--- config.mk ---
export PLATFORM = sky130hd
export DESIGN_NAME = flash_seq_host
export DESIGN_NICKNAME = d
export VERILOG_FILES = /design/src/rtl/flash_seq_host.v /design/src/rtl/flash_bus_cycle.v
export VERILOG_INCLUDE_DIRS = /design/src /design/src/pkg
export SDC_FILE = /design/constraint.sdc
export NUM_CORES = 1
export LEC_CHECK = 0
export BUFFER_PORTS_ARGS = -buffer_cell sky130_fd_sc_hd__buf_4
export CAP_MARGIN = 20
export CORE_ASPECT_RATIO = 1.1
export CORE_MARGIN = 2
export CORE_UTILIZATION = 47
export DETAILED_ROUTE_END_ITERATION = 8
export PLACE_DENSITY = 0.86
export SETUP_SLACK_MARGIN = 0.3
export SYNTH_ARGS = -nofsm -noshare
export SYNTH_HDL_FRONTEND = slang
export SYNTH_SLANG_ARGS = --single-unit
--- constraint.sdc ---
create_clock -name I_CLK_SYS -period 2.6 [get_ports I_CLK_SYS]
set_input_delay 0.78 -clock I_CLK_SYS [delete_from_list [all_inputs] [get_ports I_CLK_SYS]]
set_output_delay 0.78 -clock I_CLK_SYS [all_outputs]
set_load 0.01 [all_outputs]
--- src/pkg/flash_seq_map.vh ---
// Constants for the flash suspend and lock sequencer host controller
// What this block does
// - Host reads status after erase suspend; erase may already have finished.
// - Set lock-bit is setup write then confirm write within the block.
// - Host checks write/set-lock error after set lock-bit, flags it in STAT; a CLR_STATUS op clears.
// - Clear lock-bits is setup then confirm; all lock-bits cleared.
// - Host checks erase/clear-lock error after clear, flags it in STAT; a CLR_STATUS op clears.
// - Aborted clear leaves lock-bits undefined; host flags them unknown in STAT after a failed clear until one succeeds; I_RESET clears the flag.
`ifndef FLASH_SEQ_MAP_VH
`define FLASH_SEQ_MAP_VH
// Controller registers, word aligned byte addresses
`define REG_CTRL        8'h00
`define REG_ADDR        8'h04
`define REG_STAT        8'h08
`define REG_FSR         8'h0c
// Operation codes written to CTRL[3:0]; CTRL bit 4 starts
`define OP_NONE         4'h0
`define OP_ERS_SUSP     4'h1
`define OP_ERS_RESUME   4'h2
`define OP_WR_SUSP      4'h3
`define OP_WR_RESUME    4'h4
`define OP_SET_LOCK     4'h5
`define OP_CLR_LOCK     4'h6
`define OP_CLR_STATUS   4'h7
`define OP_READ_STATUS  4'h8
`define OP_READ_ARRAY   4'h9
`define CTRL_GO_BIT     4
// Flash command words
`define CMD_READ_ARRAY  16'hffff
`define CMD_READ_STAT   16'h7070
`define CMD_CLR_STAT    16'h5050
`define CMD_SUSPEND     16'hb0b0
`define CMD_RESUME      16'hd0d0
`define CMD_LOCK_SETUP  16'h6060
`define CMD_SET_CONFIRM 16'h0101
`define CMD_CLR_CONFIRM 16'hd0d0
// Flash status bit positions
`define SR_READY        7
`define SR_ERS_SUSP     6
`define SR_ERS_ERR      5
`define SR_WR_ERR       4
`define SR_WR_SUSP      2
// Bus cycle timing: strobe low time in system clocks
`define T_STROBE_NS     100
`define T_STROBE_CYC    (((`T_STROBE_NS) * 10 + 999) / 1000)
`endif

--- src/rtl/flash_seq_host.v ---
// Host controller sequencing suspend, resume and lock-bit commands to a flash card
//
// The Wishbone interface to the registers and the register addresses were chosen for this implementation.
`timescale 1ns/10ps
`default_nettype none
`include "flash_seq_map.vh"
module flash_seq_host (
   input  wire        I_CLK_SYS,    // 10 MHz system clock
   input  wire        I_RESET,      // Synchronous reset, active high
   input  wire [7:0]  I_WB_ADR,     // Wishbone byte address
   input  wire [31:0] I_WB_DAT,     // Wishbone write data
   input  wire [3:0]  I_WB_SEL,     // Wishbone byte selects
   input  wire        I_WB_WE,      // Wishbone write enable
   input  wire        I_WB_CYC,     // Wishbone cycle
   input  wire        I_WB_STB,     // Wishbone strobe
   output reg  [31:0] O_WB_DAT,     // Wishbone read data
   output reg         O_WB_ACK,     // Wishbone acknowledge
   output reg  [20:0] O_FL_ADDR,    // Card word address
   output wire [15:0] O_FL_DQ,      // Card data out
   output wire        O_FL_DQ_OE,   // Card data drive enable
   input  wire [15:0] I_FL_DQ,      // Card data in
   output wire        O_FL_CE_N,    // Card chip enable
   output wire        O_FL_OE_N,    // Card output enable
   output wire        O_FL_WE_N,    // Card write enable
   output reg         O_FL_RESET_N, // Card reset
   input  wire        I_READY_BUSY_N // Card ready/busy, high when ready
);
   localparam [2:0] S_IDLE = 3'd0, S_CMD1 = 3'd1, S_CMD2 = 3'd2,
                    S_POLL = 3'd3, S_RDST = 3'd4, S_DONE = 3'd5;
   reg  [2:0]  state_r;
   reg  [3:0]  op_r;
   reg  [20:0] addr_r;
   reg         busy_r;
   reg         err_r;
   reg         susp_ok_r;
   reg         ers_susp_r;
   reg         wr_susp_r;
   reg         lock_unknown_r;
   reg  [7:0]  fsr_r;
   reg         bc_start_r;
   reg         bc_write_r;
   reg  [15:0] bc_wdata_r;
   wire [15:0] bc_rdata;
   wire        bc_done;
   wire        wb_req = I_WB_CYC & I_WB_STB & ~O_WB_ACK;
   wire        go = wb_req & I_WB_WE & (I_WB_ADR == `REG_CTRL) & I_WB_SEL[0]
                    & I_WB_DAT[`CTRL_GO_BIT] & ~busy_r;

   // First command word of each operation
   function [15:0] first_cmd;
      input [3:0] op;
      begin
         case (op)
            `OP_ERS_SUSP, `OP_WR_SUSP:     first_cmd = `CMD_SUSPEND;
            `OP_ERS_RESUME, `OP_WR_RESUME: first_cmd = `CMD_RESUME;
            `OP_SET_LOCK, `OP_CLR_LOCK:    first_cmd = `CMD_LOCK_SETUP;
            `OP_CLR_STATUS:                first_cmd = `CMD_CLR_STAT;
            `OP_READ_ARRAY:                first_cmd = `CMD_READ_ARRAY;
            default:                       first_cmd = `CMD_READ_STAT;
         endcase
      end
   endfunction

   // Operation legal in the suspend state the controller has seen
   function legal_op;
      input [3:0] op;
      input       es;
      input       ws;
      begin
         case (op)
            `OP_ERS_RESUME: legal_op = es & ~ws;
            `OP_WR_RESUME:  legal_op = ws;
            `OP_SET_LOCK,
            `OP_CLR_LOCK:   legal_op = ~es & ~ws;
            `OP_CLR_STATUS: legal_op = ~ws;
            `OP_NONE:       legal_op = 1'b0;
            default:        legal_op = 1'b1;
         endcase
      end
   endfunction

   flash_bus_cycle u_cycle (
      .clk    (I_CLK_SYS),
      .reset  (I_RESET),
      .start  (bc_start_r),
      .write  (bc_write_r),
      .wdata  (bc_wdata_r),
      .din    (I_FL_DQ),
      .we_n   (O_FL_WE_N),
      .oe_n   (O_FL_OE_N),
      .ce_n   (O_FL_CE_N),
      .dq_oe  (O_FL_DQ_OE),
      .dq_out (O_FL_DQ),
      .rdata  (bc_rdata),
      .done   (bc_done)
   );

   // Register slave: ack one cycle after the request, dropped the next cycle
   always @(posedge I_CLK_SYS) begin
      if (I_RESET) begin
         O_WB_ACK <= 1'b0;
         O_WB_DAT <= 32'h00000000;
         addr_r   <= 21'h000000;
      end else begin
         O_WB_ACK <= wb_req;
         if (wb_req & I_WB_WE & (I_WB_ADR == `REG_ADDR)) begin
            if (I_WB_SEL[0]) addr_r[7:0]   <= I_WB_DAT[7:0];
            if (I_WB_SEL[1]) addr_r[15:8]  <= I_WB_DAT[15:8];
            if (I_WB_SEL[2]) addr_r[20:16] <= I_WB_DAT[20:16];
         end
         if (wb_req & ~I_WB_WE) begin
            if (I_WB_ADR == `REG_CTRL)
               O_WB_DAT <= {28'h0000000, op_r};
            else if (I_WB_ADR == `REG_ADDR)
               O_WB_DAT <= {11'h000, addr_r};
            else if (I_WB_ADR == `REG_STAT)
               O_WB_DAT <= {25'h0000000, ~I_READY_BUSY_N, lock_unknown_r, wr_susp_r,
                            ers_susp_r, susp_ok_r, err_r, busy_r};
            else if (I_WB_ADR == `REG_FSR)
               O_WB_DAT <= {24'h000000, fsr_r};
            else
               O_WB_DAT <= 32'h00000000;
         end
      end
   end

   // Command sequencer
   always @(posedge I_CLK_SYS) begin
      bc_start_r <= 1'b0;
      if (I_RESET) begin
         state_r        <= S_IDLE;
         op_r           <= `OP_NONE;
         busy_r         <= 1'b0;
         err_r          <= 1'b0;
         susp_ok_r      <= 1'b0;
         ers_susp_r     <= 1'b0;
         wr_susp_r      <= 1'b0;
         lock_unknown_r <= 1'b0;
         fsr_r          <= 8'h00;
         bc_write_r     <= 1'b0;
         bc_wdata_r     <= 16'h0000;
         O_FL_ADDR      <= 21'h000000;
         O_FL_RESET_N   <= 1'b0;
      end else begin
         O_FL_RESET_N <= 1'b1;
         case (state_r)
            S_IDLE: if (go) begin
               op_r <= I_WB_DAT[3:0];
               if (legal_op(I_WB_DAT[3:0], ers_susp_r, wr_susp_r)) begin
                  busy_r     <= 1'b1;
                  err_r      <= 1'b0;
                  susp_ok_r  <= 1'b0;
                  O_FL_ADDR  <= addr_r;
                  bc_write_r <= 1'b1;
                  bc_wdata_r <= first_cmd(I_WB_DAT[3:0]);
                  bc_start_r <= 1'b1;
                  state_r    <= S_CMD1;
               end else begin
                  err_r <= 1'b1;
               end
            end
            S_CMD1: if (bc_done) begin
               bc_start_r <= 1'b1;
               bc_write_r <= 1'b1;
               state_r    <= S_CMD2;
               if (op_r == `OP_SET_LOCK)
                  bc_wdata_r <= `CMD_SET_CONFIRM;
               else if (op_r == `OP_CLR_LOCK)
                  bc_wdata_r <= `CMD_CLR_CONFIRM;
               else if (op_r == `OP_READ_ARRAY) begin
                  bc_start_r <= 1'b0;
                  busy_r     <= 1'b0;
                  state_r    <= S_IDLE;
               end else
                  bc_wdata_r <= `CMD_READ_STAT;
            end
            S_CMD2: if (bc_done) begin
               // Card now answers every read with status
               state_r <= S_POLL;
            end
            S_POLL: begin
               bc_start_r <= 1'b1;
               bc_write_r <= 1'b0;
               state_r    <= S_RDST;
            end
            S_RDST: if (bc_done) begin
               fsr_r <= bc_rdata[7:0];
               // Other flags mean nothing until the machine is ready
               if (!bc_rdata[`SR_READY] || !I_READY_BUSY_N) begin
                  if (op_r == `OP_ERS_RESUME || op_r == `OP_WR_RESUME ||
                      op_r == `OP_READ_STATUS || op_r == `OP_CLR_STATUS)
                     state_r <= S_DONE;
                  else
                     state_r <= S_POLL;
               end else
                  state_r <= S_DONE;
            end
            default: begin
               busy_r  <= 1'b0;
               state_r <= S_IDLE;
               case (op_r)
                  `OP_ERS_SUSP: begin
                     // Erase may have finished before it could halt
                     ers_susp_r <= fsr_r[`SR_ERS_SUSP];
                     susp_ok_r  <= fsr_r[`SR_ERS_SUSP];
                  end
                  `OP_WR_SUSP: begin
                     wr_susp_r <= fsr_r[`SR_WR_SUSP];
                     susp_ok_r <= fsr_r[`SR_WR_SUSP];
                  end
                  `OP_ERS_RESUME: ers_susp_r <= 1'b0;
                  `OP_WR_RESUME:  wr_susp_r  <= 1'b0;
                  `OP_SET_LOCK:
                     err_r <= fsr_r[`SR_WR_ERR] | fsr_r[`SR_ERS_ERR];
                  `OP_CLR_LOCK: begin
                     err_r          <= fsr_r[`SR_ERS_ERR];
                     lock_unknown_r <= fsr_r[`SR_ERS_ERR];
                  end
                  default: ;
               endcase
               if (op_r == `OP_CLR_LOCK && !fsr_r[`SR_ERS_ERR])
                  lock_unknown_r <= 1'b0;
               // Failed lock operation: clear card status on the next CLR_STATUS op
            end
         endcase
         if (state_r == S_CMD1 && op_r == `OP_CLR_LOCK)
            lock_unknown_r <= 1'b1;
      end
   end
endmodule
`default_nettype wire

--- src/rtl/flash_bus_cycle.v ---
// One asynchronous flash bus write or read cycle with strobe timing
`timescale 1ns/10ps
`default_nettype none
`include "flash_seq_map.vh"
module flash_bus_cycle (
   input  wire        clk,          // System clock
   input  wire        reset,        // Synchronous reset
   input  wire        start,        // Start one cycle, pulse
   input  wire        write,        // 1 write, 0 read
   input  wire [15:0] wdata,        // Data to write
   input  wire [15:0] din,          // Data from card
   output reg         we_n,         // Write strobe
   output reg         oe_n,         // Output enable
   output reg         ce_n,         // Chip enable
   output reg         dq_oe,        // Drive data pins
   output reg  [15:0] dq_out,       // Data to card
   output reg  [15:0] rdata,        // Captured read data
   output reg         done          // Cycle finished, pulse
);
   localparam [1:0] S_IDLE = 2'd0, S_STRB = 2'd1, S_REL = 2'd2;
   reg [1:0] state_r;
   reg [3:0] cnt_r;
   always @(posedge clk) begin
      done <= 1'b0;
      if (reset) begin
         state_r <= S_IDLE;
         cnt_r   <= 4'h0;
         we_n    <= 1'b1;
         oe_n    <= 1'b1;
         ce_n    <= 1'b1;
         dq_oe   <= 1'b0;
         dq_out  <= 16'h0000;
         rdata   <= 16'h0000;
      end else begin
         case (state_r)
            S_IDLE: if (start) begin
               ce_n    <= 1'b0;
               we_n    <= ~write;
               oe_n    <= write;
               dq_oe   <= write;
               dq_out  <= wdata;
               cnt_r   <= 4'h0;
               state_r <= S_STRB;
            end
            S_STRB: begin
               cnt_r <= cnt_r + 4'h1;
               if (cnt_r >= `T_STROBE_CYC) begin
                  // Status latches on each strobe, so strobes always rise between reads
                  rdata   <= din;
                  we_n    <= 1'b1;
                  oe_n    <= 1'b1;
                  ce_n    <= 1'b1;
                  state_r <= S_REL;
               end
            end
            default: begin
               // Hold data one cycle past the rising write strobe
               dq_oe   <= 1'b0;
               done    <= 1'b1;
               state_r <= S_IDLE;
            end
         endcase
      end
   end
endmodule
`default_nettype wire

==> summary.txt <==
Drt
  • Post-DR wirelength/cell: about 16 um
  • Starting DRT DRC Count: 340
  • Via count: between 4000 and 5000
  • Total wire length: roughly 14 mm
  • Vias/cell: about 5.5
  • DR DRC count: 0
  • Routed Antenna Nets: 0
  • Drt pass-1 iters: 6

Timing
  • Worst slew pin tran: 1.02 ns
  • Clock skew: between 0.005 and 0.006 ns
  • Max Freq: around 0.44 GHz
  • Final period util: 0.873
  • Setup ws final: approximately 0.33 ns
  • Setup violators final: 0
  • Hold Violations, Final: 0
  • Slew headroom: 0.316
  • Post-layout minimum cycle time: around 2.3 ns
  • Slew Limit Fails: 0
  • RSZ-0062 raised after global routing: true

Clock network
  • Clock sinks: ~120
  • Clk buf depth: 2
  • CTS tree: yes
  • Hold_buf cts: 0
  • CTS H-tree depth: 4
  • Clk slew on worst S/H paths: roughly 0.060 ns
  • Total CTS buffers: 17
  • Clock insertion delay at the later pin of the skew report: just over 0.4 ns
  • Root Buffer: clkbuf_16

Critical path
  • Critical Path End Type: flop
  • Critical Path Source Type: input pin
  • Reg2reg setup slack: approximately 0.47 ns
  • Critical path fanouts, max: 5
  • FF-to-FF path depth: 6
  • Critical path arrival: between 2 and 3 ns
  • WP data required: approximately 2.9 ns
  • Setup CP Type: input pin to flop

Synthesis
  • Yosys warns: 0
  • Gate Count Post-Synth: 588
  • Async S/R FF share, synth: 0
  • Synthesized cell area: 5280 um2
  • Biggest area consumer among synthesized cells: dfxtp_1
  • Yosys reg bits: ~120
  • Main area contributors after synthesis: dfxtp_1 (45%), mux2i_1 (8.2%), nor2_1 (5.9%)
  • Synth unique cells: 64
  • Main synth FF type: dfxtp_1
  • EDFF count, synth: 0
  • Share of the synthesized area in the top cell type: 0.451
  • Top post-synthesis cells by count: dfxtp_1 (119), nor2_1 (83), nand2_1 (79)
  • Post-Syn Area per Cell: around 9 um2
  • Most frequent cell after synthesis: dfxtp_1
  • Seq/Total Area, Yosys: 0.451

GRT
  • Pin count of the biggest net entering global routing: ~110
  • First-pass GRT wire length: approximately 22 mm
  • Total global-route track usage: 0.228
  • Vias in the first global route: 4623
  • Gr ovfl total: 0
  • Initial antenna violation count: 0

Floorplanning
  • Die area: roughly 12000 um2
  • Die H: between 100 and 150 um
  • Core ar.: about 11000 um2
  • # rows: 40
  • Initial Util: 0.482
  • Die X: 105 um
  • I/O pin count: around 140

Pwr
  • Clk pwr share: 0.532
  • Comb pwr share: 0.043
  • VDD IR max: roughly 400 uV
  • Pint: approximately 3.3 mW
  • Power per cell area: roughly 630 nW/um2
  • Switching pwr: just over 1 mW
  • Switching part of the total: 0.239
  • Sequential power share: 0.425
  • Leakage: between 2 and 3 nW

Final layout
  • Nets: 763
  • Final non-filler cell total: between 800 and 900
  • Share of layout cells above drive strength 1: 0.275
  • Area Growth Syn to Fin: 29.4%
  • # diodes: 0

Place
  • Dpl ws: -0.0771 ns
  • Placer Congestion: 0.891
  • Port buffer count: between 100 and 150
  • Placed cell count: around 810
  • DPL Wire Length: approximately 9 mm

Hold path
  • Worst min path class: flop to flop
  • Hold-critical path depth: 2

Status
  • Status: finished clean

Run
  • Max cap viols: 0
-- critical path: stages --
cell and delay, ns:
buf_12 0.12, ha_4 0.15, o21a_1 0.19, or3_4 0.38, a311oi_4 0.37, buf_6 0.17
buf_6 0.14, mux2i_1 0.19, nor2_1 0.06
-- through the flow --
step           TNS [ns]  instance area [um2]  hold slack (ns)   util  total power [mW]
4_1_cts               0                 6740            0.460  0.615              4.31
2_1_floorplan         0                 5350            0.427      -              1.97
5_1_grt               0                 6830            0.476  0.623              4.42
3_5_place_dp      -1.35                 6160            0.444  0.562              2.04
6_report              0                 6830            0.456  0.623              4.30
3_3_place_gp     -0.597                 6160            0.442  0.562              2.04
-- worst paths after layout --
check	endpoint	start
hold / removal	u_cycle.dq_out[8]$_SDFFE_PP0P_	bc_wdata_r[8]$_SDFFE_PP0P_
setup reg to reg	u_cycle.rdata[1]$_SDFFE_PP0P_	u_cycle.cnt_r[0]$_SDFFE_PP0P_
hold reg to reg	u_cycle.dq_out[8]$_SDFFE_PP0P_	bc_wdata_r[8]$_SDFFE_PP0P_
setup / recovery	O_FL_ADDR[16]$_SDFFE_PP0P_	I_WB_DAT[1]
-- cells in the final DEF (no fill, tap or decap), types with 3 or more instances in the layout --
cell	synthesis	layout
o21ai_0	10	10
and2_1	3	3
nor2b_1	7	7
a31oi_1	5	4
buf_12	0	3
buf_6	4	3
a22o_1	4	4
nand3b_1	5	5
mux4_2	4	4
mux2i_1	43	43
ha_1	7	5
inv_6	0	5
nor3_1	14	14
nand4_1	4	4
nor4b_1	4	4
nand2_1	79	79
conb_1	1	11
mux2_2	5	5
inv_1	8	7
clkinvlp_4	0	4
clkbuf_16	0	18
nand2b_1	3	3
dfxtp_1	119	119
a21oi_1	45	45
a22oi_1	22	22
nor2_1	83	83
nand3_1	8	8
buf_4	23	125
-- registers in the layout, indices dropped and copies added, names as in the netlist, 2 cells and up --
name,cells
state_r,3
u_cycle.rdata,8
u_cycle.cnt_r,4
fsr_r,8
u_cycle.state_r,2
bc_wdata_r,6
u_cycle.dq_out,6
addr_r,21
O_WB_DAT,21
op_r,4
O_FL_ADDR,21
-- per-layer routing --
layer	track usage	vias to the layer above	wire, um
li1	-	2220	-
met1	0.265	2197	5590
met2	0.402	206	7000
met3	0.0612	38	844
met4	0.0898	0	402
met5	0	-	0
-- what timing repair did --
action                     CTS  global route
setup endpoints to repair    0            15
setup buffers                0             4
resized for setup            0             6
-- power by group through the flow --
stage	combinational, mW	clock (mW)	sequential, mW
global route	0.202	2.39	1.83
detailed placement	0.177	0	1.87
CTS	0.179	2.30	1.83
finish	0.186	2.29	1.83
global placement	0.172	0	1.87
floorplan	0.0990	0	1.87
-- cell type report --
type                    count  area [um2]
multi-input cells         412        2590
flip-flops and latches    119        2380
clock buffers              18         439
repair buffers            132        1060
fillers                   840        4130
well taps                 147         184
clock inverters            14         140
inverters                   8        42.5
-- cells by family (layout without fill, tap and decap cells) --
family          count (synthesis)  after routing  share of synthesized area
buf+inv                        67            172                     0.0716
fa+ha+maj                       7              7                     0.0166
simple gates                  233            233                      0.214
flops                         119            119                      0.451
other cells                     1             11                   0.000710
mux                            53             53                      0.111
xor+xnor                        3              3                    0.00498
compound gates                105            105                      0.129
No activity file was read; power rests on OpenSTA's default activity.
